$ cat src/hdl/fijx_map.svh
// constant map for the file inc/dec/complement and absolute jump executor
// assumes 14-bit instruction words, 7-bit file addresses and a 15-bit program counter
`ifndef FIJX_MAP_SVH
`define FIJX_MAP_SVH

// instruction word fields
`define FIJX_INSTR_W      14
`define FIJX_OPC_HI       13
`define FIJX_OPC_LO       8
`define FIJX_DEST_BIT     7
`define FIJX_FADDR_HI     6
`define FIJX_FADDR_LO     0
`define FIJX_JOPC_HI      13
`define FIJX_JOPC_LO      11
`define FIJX_LIT_HI       10
`define FIJX_LIT_LO       0

// operation codes
`define FIJX_OPC_COMPL    6'h09
`define FIJX_OPC_DEC      6'h03
`define FIJX_OPC_DECSKIP  6'h0b
`define FIJX_OPC_INC      6'h0a
`define FIJX_OPC_INCSKIP  6'h0f
`define FIJX_JOPC_JUMP    3'h5

// destination bit values
`define FIJX_DEST_ACC     1'h0
`define FIJX_DEST_FILE    1'h1

// high-address latch field that feeds pc[14:11]
`define FIJX_LATCH_W      8
`define FIJX_LATCH_HI     6
`define FIJX_LATCH_LO     3

// data widths and byte constants
`define FIJX_DATA_W       8
`define FIJX_PC_W         15
`define FIJX_ZERO_BYTE    8'h00
`define FIJX_ONE_BYTE     8'h01

`endif

$ cat src/hdl/fijx_pkg.sv
// types shared by the file inc/dec/complement and absolute jump executor
// assumes fijx_map.svh supplies widths and codes
`include "fijx_map.svh"

package fijx_pkg;

	// instruction classes handled here
	typedef enum logic [2:0] {
		FIJX_K_OTHER   = 3'h0,
		FIJX_K_COMPL   = 3'h1,
		FIJX_K_DEC     = 3'h2,
		FIJX_K_DECSKIP = 3'h3,
		FIJX_K_INC     = 3'h4,
		FIJX_K_INCSKIP = 3'h5,
		FIJX_K_JUMP    = 3'h6
	} fijx_kind_type;

	// arithmetic selection for the byte unit
	typedef enum logic [1:0] {
		FIJX_ALU_PASS  = 2'h0,
		FIJX_ALU_COMPL = 2'h1,
		FIJX_ALU_DEC   = 2'h2,
		FIJX_ALU_INC   = 2'h3
	} fijx_alu_type;

	// execution sequencer states
	typedef enum logic [1:0] {
		FIJX_ST_IDLE = 2'h0,
		FIJX_ST_READ = 2'h1,
		FIJX_ST_EXEC = 2'h2,
		FIJX_ST_NOP  = 2'h3
	} fijx_state_type;

	// write-back bundle towards accumulator, file and status
	typedef struct packed {
		logic                        w_we;
		logic                        f_we;
		logic [`FIJX_FADDR_HI:0]     f_addr;
		logic [`FIJX_DATA_W-1:0]     data;
		logic                        z_we;
		logic                        z_val;
	} fijx_wb_type;

	// program counter load bundle
	typedef struct packed {
		logic                        load;
		logic [`FIJX_PC_W-1:0]       target;
	} fijx_pc_type;

	// classify an instruction word
	function automatic fijx_kind_type fijx_decode(input logic [`FIJX_INSTR_W-1:0] instr);
		fijx_kind_type k;
		k = FIJX_K_OTHER;
		if (instr[`FIJX_JOPC_HI:`FIJX_JOPC_LO] == `FIJX_JOPC_JUMP)
			k = FIJX_K_JUMP;
		else
			case (instr[`FIJX_OPC_HI:`FIJX_OPC_LO])
				`FIJX_OPC_COMPL:   k = FIJX_K_COMPL;
				`FIJX_OPC_DEC:     k = FIJX_K_DEC;
				`FIJX_OPC_DECSKIP: k = FIJX_K_DECSKIP;
				`FIJX_OPC_INC:     k = FIJX_K_INC;
				`FIJX_OPC_INCSKIP: k = FIJX_K_INCSKIP;
				default:           k = FIJX_K_OTHER;
			endcase
		return k;
	endfunction : fijx_decode

endpackage : fijx_pkg

$ cat src/hdl/fijx_alu.sv
// byte unit: complement, decrement or increment of a file operand, with zero detect
// assumes operand arrives from flip-flops or the file read port on the same clock
`timescale 1ns/100ps
`default_nettype none
`include "fijx_map.svh"

module fijx_alu
	import fijx_pkg::*;
(
	input  wire fijx_alu_type              op,
	input  wire logic [`FIJX_DATA_W-1:0]   operand,
	output logic      [`FIJX_DATA_W-1:0]   result,
	output logic                           zero
);

	// result selection, wraps modulo 256
	always_comb
	begin
		unique case (op)
			FIJX_ALU_COMPL: result = ~operand;
			FIJX_ALU_DEC:   result = operand - `FIJX_ONE_BYTE;
			FIJX_ALU_INC:   result = operand + `FIJX_ONE_BYTE;
			FIJX_ALU_PASS:  result = operand;
		endcase
		zero = (result == `FIJX_ZERO_BYTE);
	end

endmodule : fijx_alu

`default_nettype wire

$ cat src/hdl/fijx_exec.sv
// sequencer for file complement/decrement/increment, skip-on-zero forms and absolute jump
// assumes the file answers a read one cycle after file_rd_en, and the fetch stage
// holds instr stable while instr_valid is high and honours discard and pc loads
`timescale 1ns/100ps
`default_nettype none
`include "fijx_map.svh"

module fijx_exec
	import fijx_pkg::*;
(
	input  wire logic                        mclk,
	input  wire logic                        rst_n,
	input  wire logic                        instr_valid,
	output logic                             instr_ready,
	input  wire logic [`FIJX_INSTR_W-1:0]    instr,
	input  wire logic [`FIJX_LATCH_W-1:0]    pc_high_latch,
	output logic                             file_rd_en,
	output logic      [`FIJX_FADDR_HI:0]     file_rd_addr,
	input  wire logic [`FIJX_DATA_W-1:0]     file_rdata,
	output fijx_wb_type                      wb,
	output fijx_pc_type                      pc,
	output logic                             discard,
	output logic                             done
);

	// sequencer and captured instruction
	fijx_state_type                  state_q, state_d;
	fijx_kind_type                   kind_q, kind_d;
	logic                            dest_q, dest_d;
	logic [`FIJX_FADDR_HI:0]         addr_q, addr_d;
	logic [`FIJX_LIT_HI:0]           lit_q, lit_d;
	// registered outputs
	fijx_wb_type                     wb_q, wb_d;
	fijx_pc_type                     pc_q, pc_d;
	logic                            discard_q, discard_d;
	logic                            done_q, done_d;
	logic                            rd_en_q, rd_en_d;
	// byte unit and jump target
	fijx_alu_type                    alu_op;
	logic [`FIJX_DATA_W-1:0]         alu_res;
	logic                            alu_zero;
	logic [`FIJX_PC_W-1:0]           jump_target;
	logic                            accept;

	// arithmetic on the byte returned by the file
	fijx_alu u_alu
	(
		.op      (alu_op),
		.operand (file_rdata),
		.result  (alu_res),
		.zero    (alu_zero)
	);

	// jump target from the captured literal and the live latch
	fijx_jump u_jump
	(
		.literal (lit_q),
		.latch   (pc_high_latch),
		.target  (jump_target)
	);

	// operation select for the byte unit
	always_comb
	begin
		unique case (kind_q)
			FIJX_K_COMPL:                 alu_op = FIJX_ALU_COMPL;
			FIJX_K_DEC, FIJX_K_DECSKIP:   alu_op = FIJX_ALU_DEC;
			FIJX_K_INC, FIJX_K_INCSKIP:   alu_op = FIJX_ALU_INC;
			default:                      alu_op = FIJX_ALU_PASS;
		endcase
	end

	// handshake: new word only while idle
	assign instr_ready = (state_q == FIJX_ST_IDLE);
	assign accept      = instr_valid && instr_ready;

	// next state, capture and output values
	always_comb
	begin
		state_d   = state_q;
		kind_d    = kind_q;
		dest_d    = dest_q;
		addr_d    = addr_q;
		lit_d     = lit_q;
		wb_d      = '0;
		pc_d      = '0;
		discard_d = 1'b0;
		done_d    = 1'b0;
		rd_en_d   = 1'b0;
		unique case (state_q)
			FIJX_ST_IDLE:
			begin
				if (accept)
				begin
					kind_d = fijx_decode(instr);
					dest_d = instr[`FIJX_DEST_BIT];
					addr_d = instr[`FIJX_FADDR_HI:`FIJX_FADDR_LO];
					lit_d  = instr[`FIJX_LIT_HI:`FIJX_LIT_LO];
					// jumps and unknown words need no operand and go straight to execute
					if (kind_d == FIJX_K_JUMP || kind_d == FIJX_K_OTHER)
						state_d = FIJX_ST_EXEC;
					else
					begin
						state_d = FIJX_ST_READ;
						rd_en_d = 1'b1;
					end
				end
			end
			FIJX_ST_READ:
			begin
				// file answers in the next cycle
				state_d = FIJX_ST_EXEC;
			end
			FIJX_ST_EXEC:
			begin
				done_d  = 1'b1;
				state_d = FIJX_ST_IDLE;
				unique case (kind_q)
					FIJX_K_JUMP:
					begin
						// flags untouched, sequential word thrown away
						pc_d.load   = 1'b1;
						pc_d.target = jump_target;
						discard_d   = 1'b1;
						state_d     = FIJX_ST_NOP;
					end
					FIJX_K_OTHER:
					begin
						done_d = 1'b1;
					end
					default:
					begin
						wb_d.data   = alu_res;
						wb_d.f_addr = addr_q;
						wb_d.w_we   = (dest_q == `FIJX_DEST_ACC);
						wb_d.f_we   = (dest_q == `FIJX_DEST_FILE);
						// increment-and-skip leaves status alone, others write zero
						wb_d.z_we   = (kind_q != FIJX_K_INCSKIP);
						wb_d.z_val  = alu_zero;
						// skip only on a zero result; a non-zero result frees the port at once
						if ((kind_q == FIJX_K_DECSKIP || kind_q == FIJX_K_INCSKIP) && alu_zero)
						begin
							discard_d = 1'b1;
							state_d   = FIJX_ST_NOP;
						end
					end
				endcase
			end
			FIJX_ST_NOP:
			begin
				// second cycle: the discarded word executes as a nop
				state_d = FIJX_ST_IDLE;
			end
		endcase
	end

	// state and output registers
	always_ff @(posedge mclk or negedge rst_n)
	begin
		if (!rst_n)
		begin
			state_q   <= FIJX_ST_IDLE;
			kind_q    <= FIJX_K_OTHER;
			dest_q    <= `FIJX_DEST_ACC;
			addr_q    <= '0;
			lit_q     <= '0;
			wb_q      <= '0;
			pc_q      <= '0;
			discard_q <= 1'b0;
			done_q    <= 1'b0;
			rd_en_q   <= 1'b0;
		end
		else
		begin
			state_q   <= state_d;
			kind_q    <= kind_d;
			dest_q    <= dest_d;
			addr_q    <= addr_d;
			lit_q     <= lit_d;
			wb_q      <= wb_d;
			pc_q      <= pc_d;
			discard_q <= discard_d;
			done_q    <= done_d;
			rd_en_q   <= rd_en_d;
		end
	end

	// outputs straight from flip-flops
	assign file_rd_en   = rd_en_q;
	assign file_rd_addr = addr_q;
	assign wb           = wb_q;
	assign pc           = pc_q;
	assign discard      = discard_q;
	assign done         = done_q;

	// helper: execute cycle of a file-operand instruction
	logic exec_file;
	assign exec_file = (state_q == FIJX_ST_EXEC) && (kind_q != FIJX_K_JUMP) && (kind_q != FIJX_K_OTHER);

	compl_result_a: assert property (
		@(posedge mclk) disable iff (!rst_n)
		(state_q == FIJX_ST_EXEC && kind_q == FIJX_K_COMPL)
		|=> (wb.data == ~$past(file_rdata)) && wb.z_we)
		else $error("complement result or zero write wrong");

	dest_route_a: assert property (
		@(posedge mclk) disable iff (!rst_n)
		exec_file |=> (wb.w_we != wb.f_we) && (wb.f_we == $past(dest_q)) && (wb.f_addr == $past(addr_q)))
		else $error("destination routing wrong");

	dec_result_a: assert property (
		@(posedge mclk) disable iff (!rst_n)
		(state_q == FIJX_ST_EXEC && (kind_q == FIJX_K_DEC || kind_q == FIJX_K_DECSKIP))
		|=> wb.data == $past(file_rdata) - `FIJX_ONE_BYTE)
		else $error("decrement result wrong");

	inc_result_a: assert property (
		@(posedge mclk) disable iff (!rst_n)
		(state_q == FIJX_ST_EXEC && (kind_q == FIJX_K_INC || kind_q == FIJX_K_INCSKIP))
		|=> wb.data == $past(file_rdata) + `FIJX_ONE_BYTE)
		else $error("increment result wrong");

	dec_skip_a: assert property (
		@(posedge mclk) disable iff (!rst_n)
		(state_q == FIJX_ST_EXEC && kind_q == FIJX_K_DECSKIP && file_rdata == `FIJX_ONE_BYTE)
		|=> discard && !instr_ready ##1 instr_ready)
		else $error("decrement skip did not insert one nop cycle");

	inc_skip_a: assert property (
		@(posedge mclk) disable iff (!rst_n)
		(state_q == FIJX_ST_EXEC && kind_q == FIJX_K_INCSKIP)
		|=> !wb.z_we && (discard == (wb.data == `FIJX_ZERO_BYTE)))
		else $error("increment skip flags or skip wrong");

	no_skip_a: assert property (
		@(posedge mclk) disable iff (!rst_n)
		(exec_file && !alu_zero) |=> !discard && instr_ready)
		else $error("non-zero result added a cycle");

	jump_load_a: assert property (
		@(posedge mclk) disable iff (!rst_n)
		(state_q == FIJX_ST_EXEC && kind_q == FIJX_K_JUMP)
		|=> pc.load && !wb.z_we && !wb.w_we && !wb.f_we
			&& pc.target == {$past(pc_high_latch[`FIJX_LATCH_HI:`FIJX_LATCH_LO]), $past(lit_q)})
		else $error("jump target or flags wrong");

	jump_cycles_a: assert property (
		@(posedge mclk) disable iff (!rst_n)
		(accept && fijx_decode(instr) == FIJX_K_JUMP)
		|=> !instr_ready ##1 (discard && !instr_ready) ##1 instr_ready)
		else $error("jump timing wrong");

	zero_flag_a: assert property (
		@(posedge mclk) disable iff (!rst_n)
		wb.z_we |-> wb.z_val == (wb.data == `FIJX_ZERO_BYTE))
		else $error("zero flag does not match result");

	// operand fetch: the addressed byte is requested in the cycle after the word is taken
	operand_read_a: assert property (
		@(posedge mclk) disable iff (!rst_n)
		(accept && fijx_decode(instr) inside {FIJX_K_COMPL, FIJX_K_DEC, FIJX_K_DECSKIP, FIJX_K_INC, FIJX_K_INCSKIP})
		|=> file_rd_en && (file_rd_addr == $past(instr[`FIJX_FADDR_HI:`FIJX_FADDR_LO])))
		else $error("operand read missing or at the wrong address");

	// a second read pulse would hand the byte unit a stale operand
	read_once_a: assert property (
		@(posedge mclk) disable iff (!rst_n)
		file_rd_en |=> !file_rd_en && !instr_ready)
		else $error("file read pulse longer than one cycle");

	// plain file ops finish in three cycles and hand the port back at once
	plain_timing_a: assert property (
		@(posedge mclk) disable iff (!rst_n)
		(accept && fijx_decode(instr) inside {FIJX_K_COMPL, FIJX_K_DEC, FIJX_K_INC})
		|=> !instr_ready [*2] ##1 (done && instr_ready && !discard))
		else $error("plain file op timing wrong");

	// the dropped word is followed by exactly one busy cycle
	nop_cycle_a: assert property (
		@(posedge mclk) disable iff (!rst_n)
		discard |-> !instr_ready ##1 (instr_ready && !discard))
		else $error("nop cycle after discard wrong");

	// a pc load lasting two cycles would make the fetch stage branch twice
	jump_pulse_a: assert property (
		@(posedge mclk) disable iff (!rst_n)
		pc.load |-> discard ##1 (!pc.load && !discard))
		else $error("jump load pulse wrong");

endmodule : fijx_exec

`default_nettype wire

$ cat src/hdl/fijx_jump.sv
// jump target former: 11-bit literal plus high-latch bits into a 15-bit pc
// assumes latch is a stable level from the core's register file
`timescale 1ns/100ps
`default_nettype none
`include "fijx_map.svh"

module fijx_jump
	import fijx_pkg::*;
(
	input  wire logic [`FIJX_LIT_HI:0]      literal,
	input  wire logic [`FIJX_LATCH_W-1:0]   latch,
	output logic      [`FIJX_PC_W-1:0]      target
);

	// upper pc bits come from latch[6:3], the literal fills the lower 11 bits with no overlap
	assign target = {latch[`FIJX_LATCH_HI:`FIJX_LATCH_LO], literal};

endmodule : fijx_jump

`default_nettype wire

$ cat config.mk
export PLATFORM = sky130hd
export DESIGN_NAME = fijx_exec
export DESIGN_NICKNAME = d
export VERILOG_FILES = /design/src/hdl/fijx_pkg.sv /design/src/hdl/fijx_alu.sv /design/src/hdl/fijx_exec.sv /design/src/hdl/fijx_jump.sv
export VERILOG_INCLUDE_DIRS = /design/src /design/src/hdl
export SDC_FILE = /design/constraint.sdc
export NUM_CORES = 1
export LEC_CHECK = 0
export BUFFER_PORTS_ARGS = -buffer_cell sky130_fd_sc_hd__buf_4
export CELL_PAD_IN_SITES_DETAIL_PLACEMENT = 1
export CELL_PAD_IN_SITES_GLOBAL_PLACEMENT = 2
export CORE_ASPECT_RATIO = 0.8
export CORE_MARGIN = 10
export CORE_UTILIZATION = 32
export DETAILED_ROUTE_END_ITERATION = 6
export GPL_TIMING_DRIVEN = 0
export HOLD_SLACK_MARGIN = 0.12
export PLACE_DENSITY = 0.85
export SLEW_MARGIN = 10
export SYNTH_ARGS = -nofsm -noshare
export SYNTH_HDL_FRONTEND = slang
export SYNTH_SLANG_ARGS = --single-unit
$ cat constraint.sdc
create_clock -name mclk -period 3.5 [get_ports mclk]
set_input_delay 0.525 -clock mclk [delete_from_list [all_inputs] [get_ports mclk]]
set_output_delay 0.525 -clock mclk [all_outputs]
set_load 0.005 [all_outputs]
==> reports/qor.yml <==
run_status: "completed"
worstSkewPairLatency_ns: 0.30
report.final.slew_viol_count: 0
use_met2: 0.1994
layout-drive-gt1-share: 0.3208
ys.flop_type: "dfrtp_1"
grtUsageTotal: 0.1182
syn-num-nets: 306
fp.dieH_um: 103.4
synth_edf_count: 0
leakage_nw: 1.758
fp.dieArea_um2: 12840
cts_tree: "done"
cts_made_buffers: 5
yosys.area_share.xor_xnor: 0.03780
ant_nets: 0
crit_chain: "nand2b_1 -> ha_1 -> a21oi_1 -> a21oi_1 -> a211o_2 -> a2111oi_0 -> nand4b_1 -> o21ai_0"
synth_compound_area_frac: 0.1557
ys_types: 60
fin_cells: 458
hold_viol_final: 0
finClkSkew_ns: 0.006267
grt_start_max_net_pins: 55
synthArstFlopShare: 1.000
dp_cells: 450
post-route-util: 0.4220
path_delay_family: "compound AO/OA/AOI/OAI gates"
regToRegStartpoint: "kind_q[1]"
io_buffers: 73
ff2ff_path_depth: 8
syn2layout_area_growth_pct: 28.76
synthMuxAreaShare: 0.04050
startpoint: "kind_q[1]"
cts_resized: 0
rsz0062_at_grt: "false"
crit_buf_inv: 0
clk_pin_slew_ns: 0.09
synthSimpleGateAreaFrac: 0.1782
cp_slowest_cell: "a2111oi_0"
clk_path_buf_depth: 2
tightest_slew_ns: 0.7957
max_freq_mhz: 308.4
cts_setup_buffers: 0
ys_seq_area_frac: 0.4860
power_density_nw_per_um2: 439.3
worstPathArrival_ns: 3.45
grt_use_met3: 0.02700
slew_headroom: 0.4558
std_cell_rows: 30
path_class: "reg -> reg"
ir_worst_vdd_mv: 0.2076
grt-ovfl-total: 0
holdCritPathClass: "in -> async"
setup_violations: 0
cpPeakStageDelay_ns: 0.74
viasPerCell: 4.910
grt_antenna_before_repair: 0
hold_buffers: 0
synth-seq-cells: 54
clkSinkCount: 54
postSynthCellCount: 265
nets: 386
reg2reg_to: "state_q[0]"
syn-cell-area_um2: 2780
rrSetupSlack_ns: 0.26
core_area_um2: 8483
place_congestion: 0.7985
diodes: 0
crit_fanout: 8
drv_cap: 0
firstDrtPassIters: 6
fin_tns_setup_ns: 0
worstPathRequired_ns: 3.71
wl_per_cell_um: 17.34
crit_top_cell: "a21oi_1"
fin_crit_ns: 3.243
hpwlAfterDp_um: 6250
drtIter0Drc: 81
cts.htree.levels: 2
grt_pass1_vias: 2392
cts_root_buf: "clkbuf_8"
vias: 2249
syn_area_per_cell_um2: 10.49
drc: 0
fin_crit_sh: 0.9264
wl_um: 7940
ios: 79
start_util: 0.3277
endpoint_kind: "flop"
startpoint_type: "flop"
ys_warn_count: 0
gr-usage-met1: 0.1531
synthAdderAreaFrac: 0.04230
synth_top_family_by_area: "simple AND/OR/NAND/NOR gates"
grt_pass1_wl_um: 12540
die-width_um: 124.2
grt-busiest-layer: "met2"
==> worst max path at each step <==
stage,cells past startpoint,end,slack (ns)
floorplan,9,wb[0],0.81
global placement,9,state_q[1],0.25
detailed placement,9,state_q[0],0.14
CTS,8,state_q[0],0.23
global route,8,state_q[0],0.02
finish,8,state_q[0],0.26
==> synth_stat cells (all sizes together), types with 2 or more instances <==
| library cell | instances | area [µm²] |
|---|---|---|
| a2111oi | 2 | 17.52 |
| a211o | 3 | 27.53 |
| a211oi | 6 | 50.05 |
| a21o | 4 | 30.03 |
| a21oi | 12 | 60.06 |
| a22oi | 3 | 22.52 |
| and2 | 24 | 150.1 |
| and3 | 2 | 13.77 |
| buf | 14 | 103.8 |
| clkbuf | 7 | 27.52 |
| dfrtp | 54 | 1351 |
| ha | 7 | 87.58 |
| inv | 9 | 33.78 |
| mux2 | 10 | 112.6 |
| nand2 | 16 | 60.06 |
| nand2b | 2 | 12.51 |
| nand3 | 7 | 35.03 |
| nand4 | 2 | 12.51 |
| nor2 | 14 | 52.55 |
| nor2b | 4 | 25.02 |
| nor3 | 3 | 15.01 |
| nor4b | 2 | 23.77 |
| o2111a | 2 | 22.52 |
| o211ai | 2 | 15.01 |
| o21ai | 11 | 55.05 |
| o31ai | 2 | 15.01 |
| o41ai | 2 | 17.52 |
| or2 | 2 | 12.51 |
| or3 | 5 | 32.53 |
| xnor2 | 4 | 35.03 |
| xor2 | 8 | 70.07 |
==> flip-flops by register name, summed over array words and instances, names as in the netlist <==
register and count:
wb 19, file_rd_addr 6, state_q 2, lit_q 5, file_rd_en 1, discard 1
pc 16, kind_q 3, done 1
==> layout make-up <==
| cell class | count | area, µm² |
|---|---|---|
| buffer | 21 | 131.4 |
| clock buffer | 6 | 72.57 |
| clock inverter | 2 | 37.54 |
| fill | 1007 | 4903 |
| inverter | 9 | 33.78 |
| multi-input combinational | 181 | 1265 |
| sequential | 54 | 1351 |
| tap | 112 | 140.1 |
| timing repair buffer | 73 | 548.0 |
==> cell families (layout without fill, tap and decap cells) <==
logic type,count (synthesis),in the layout
AND/OR/NAND/NOR,89,89
adder cells (fa/ha/maj),9,9
flip-flops,54,54
buffers and inverters,30,111
XOR/XNOR,12,12
AO/OA/AOI/OAI,61,61
multiplexers,10,10
==> cells in the final DEF, fill, tap and decap left out, types with 8 or more instances in the layout <==
master   instances
nor2_1          14
inv_1            9
nand2_1         16
and2_1          24
buf_4           82
mux2_2          10
a21oi_1         12
dfrtp_1         54
xor2_1           8
o21ai_0         11
==> metrics by stage <==
step	hold WS, ns	setup WS [ns]	cell area [µm²]	total power [mW]
floorplan	0.2294	0.8140	2780	0.9888
global placement	0.4571	0.2518	3468	1.161
detailed placement	0.4655	0.1415	3468	1.176
CTS	0.2631	0.2319	3578	1.595
global route	0.2838	0.01693	3580	1.678
finish	0.2465	0.2574	3580	1.573
==> metal layers <==
metal / part of all wire / vias to the layer above
met5: 0 / -
met4: 0.0065 / 0
met3: 0.034 / 5
met2: 0.49 / 40
met1: 0.47 / 1114
li1: - / 1090
==> power by group <==
group / internal, mW / switching, mW
clock network: 0.214 / 0.195
logic: 0.220 / 0.242
registers: 0.672 / 0.0298
Power figures use the tool's default switching activity.
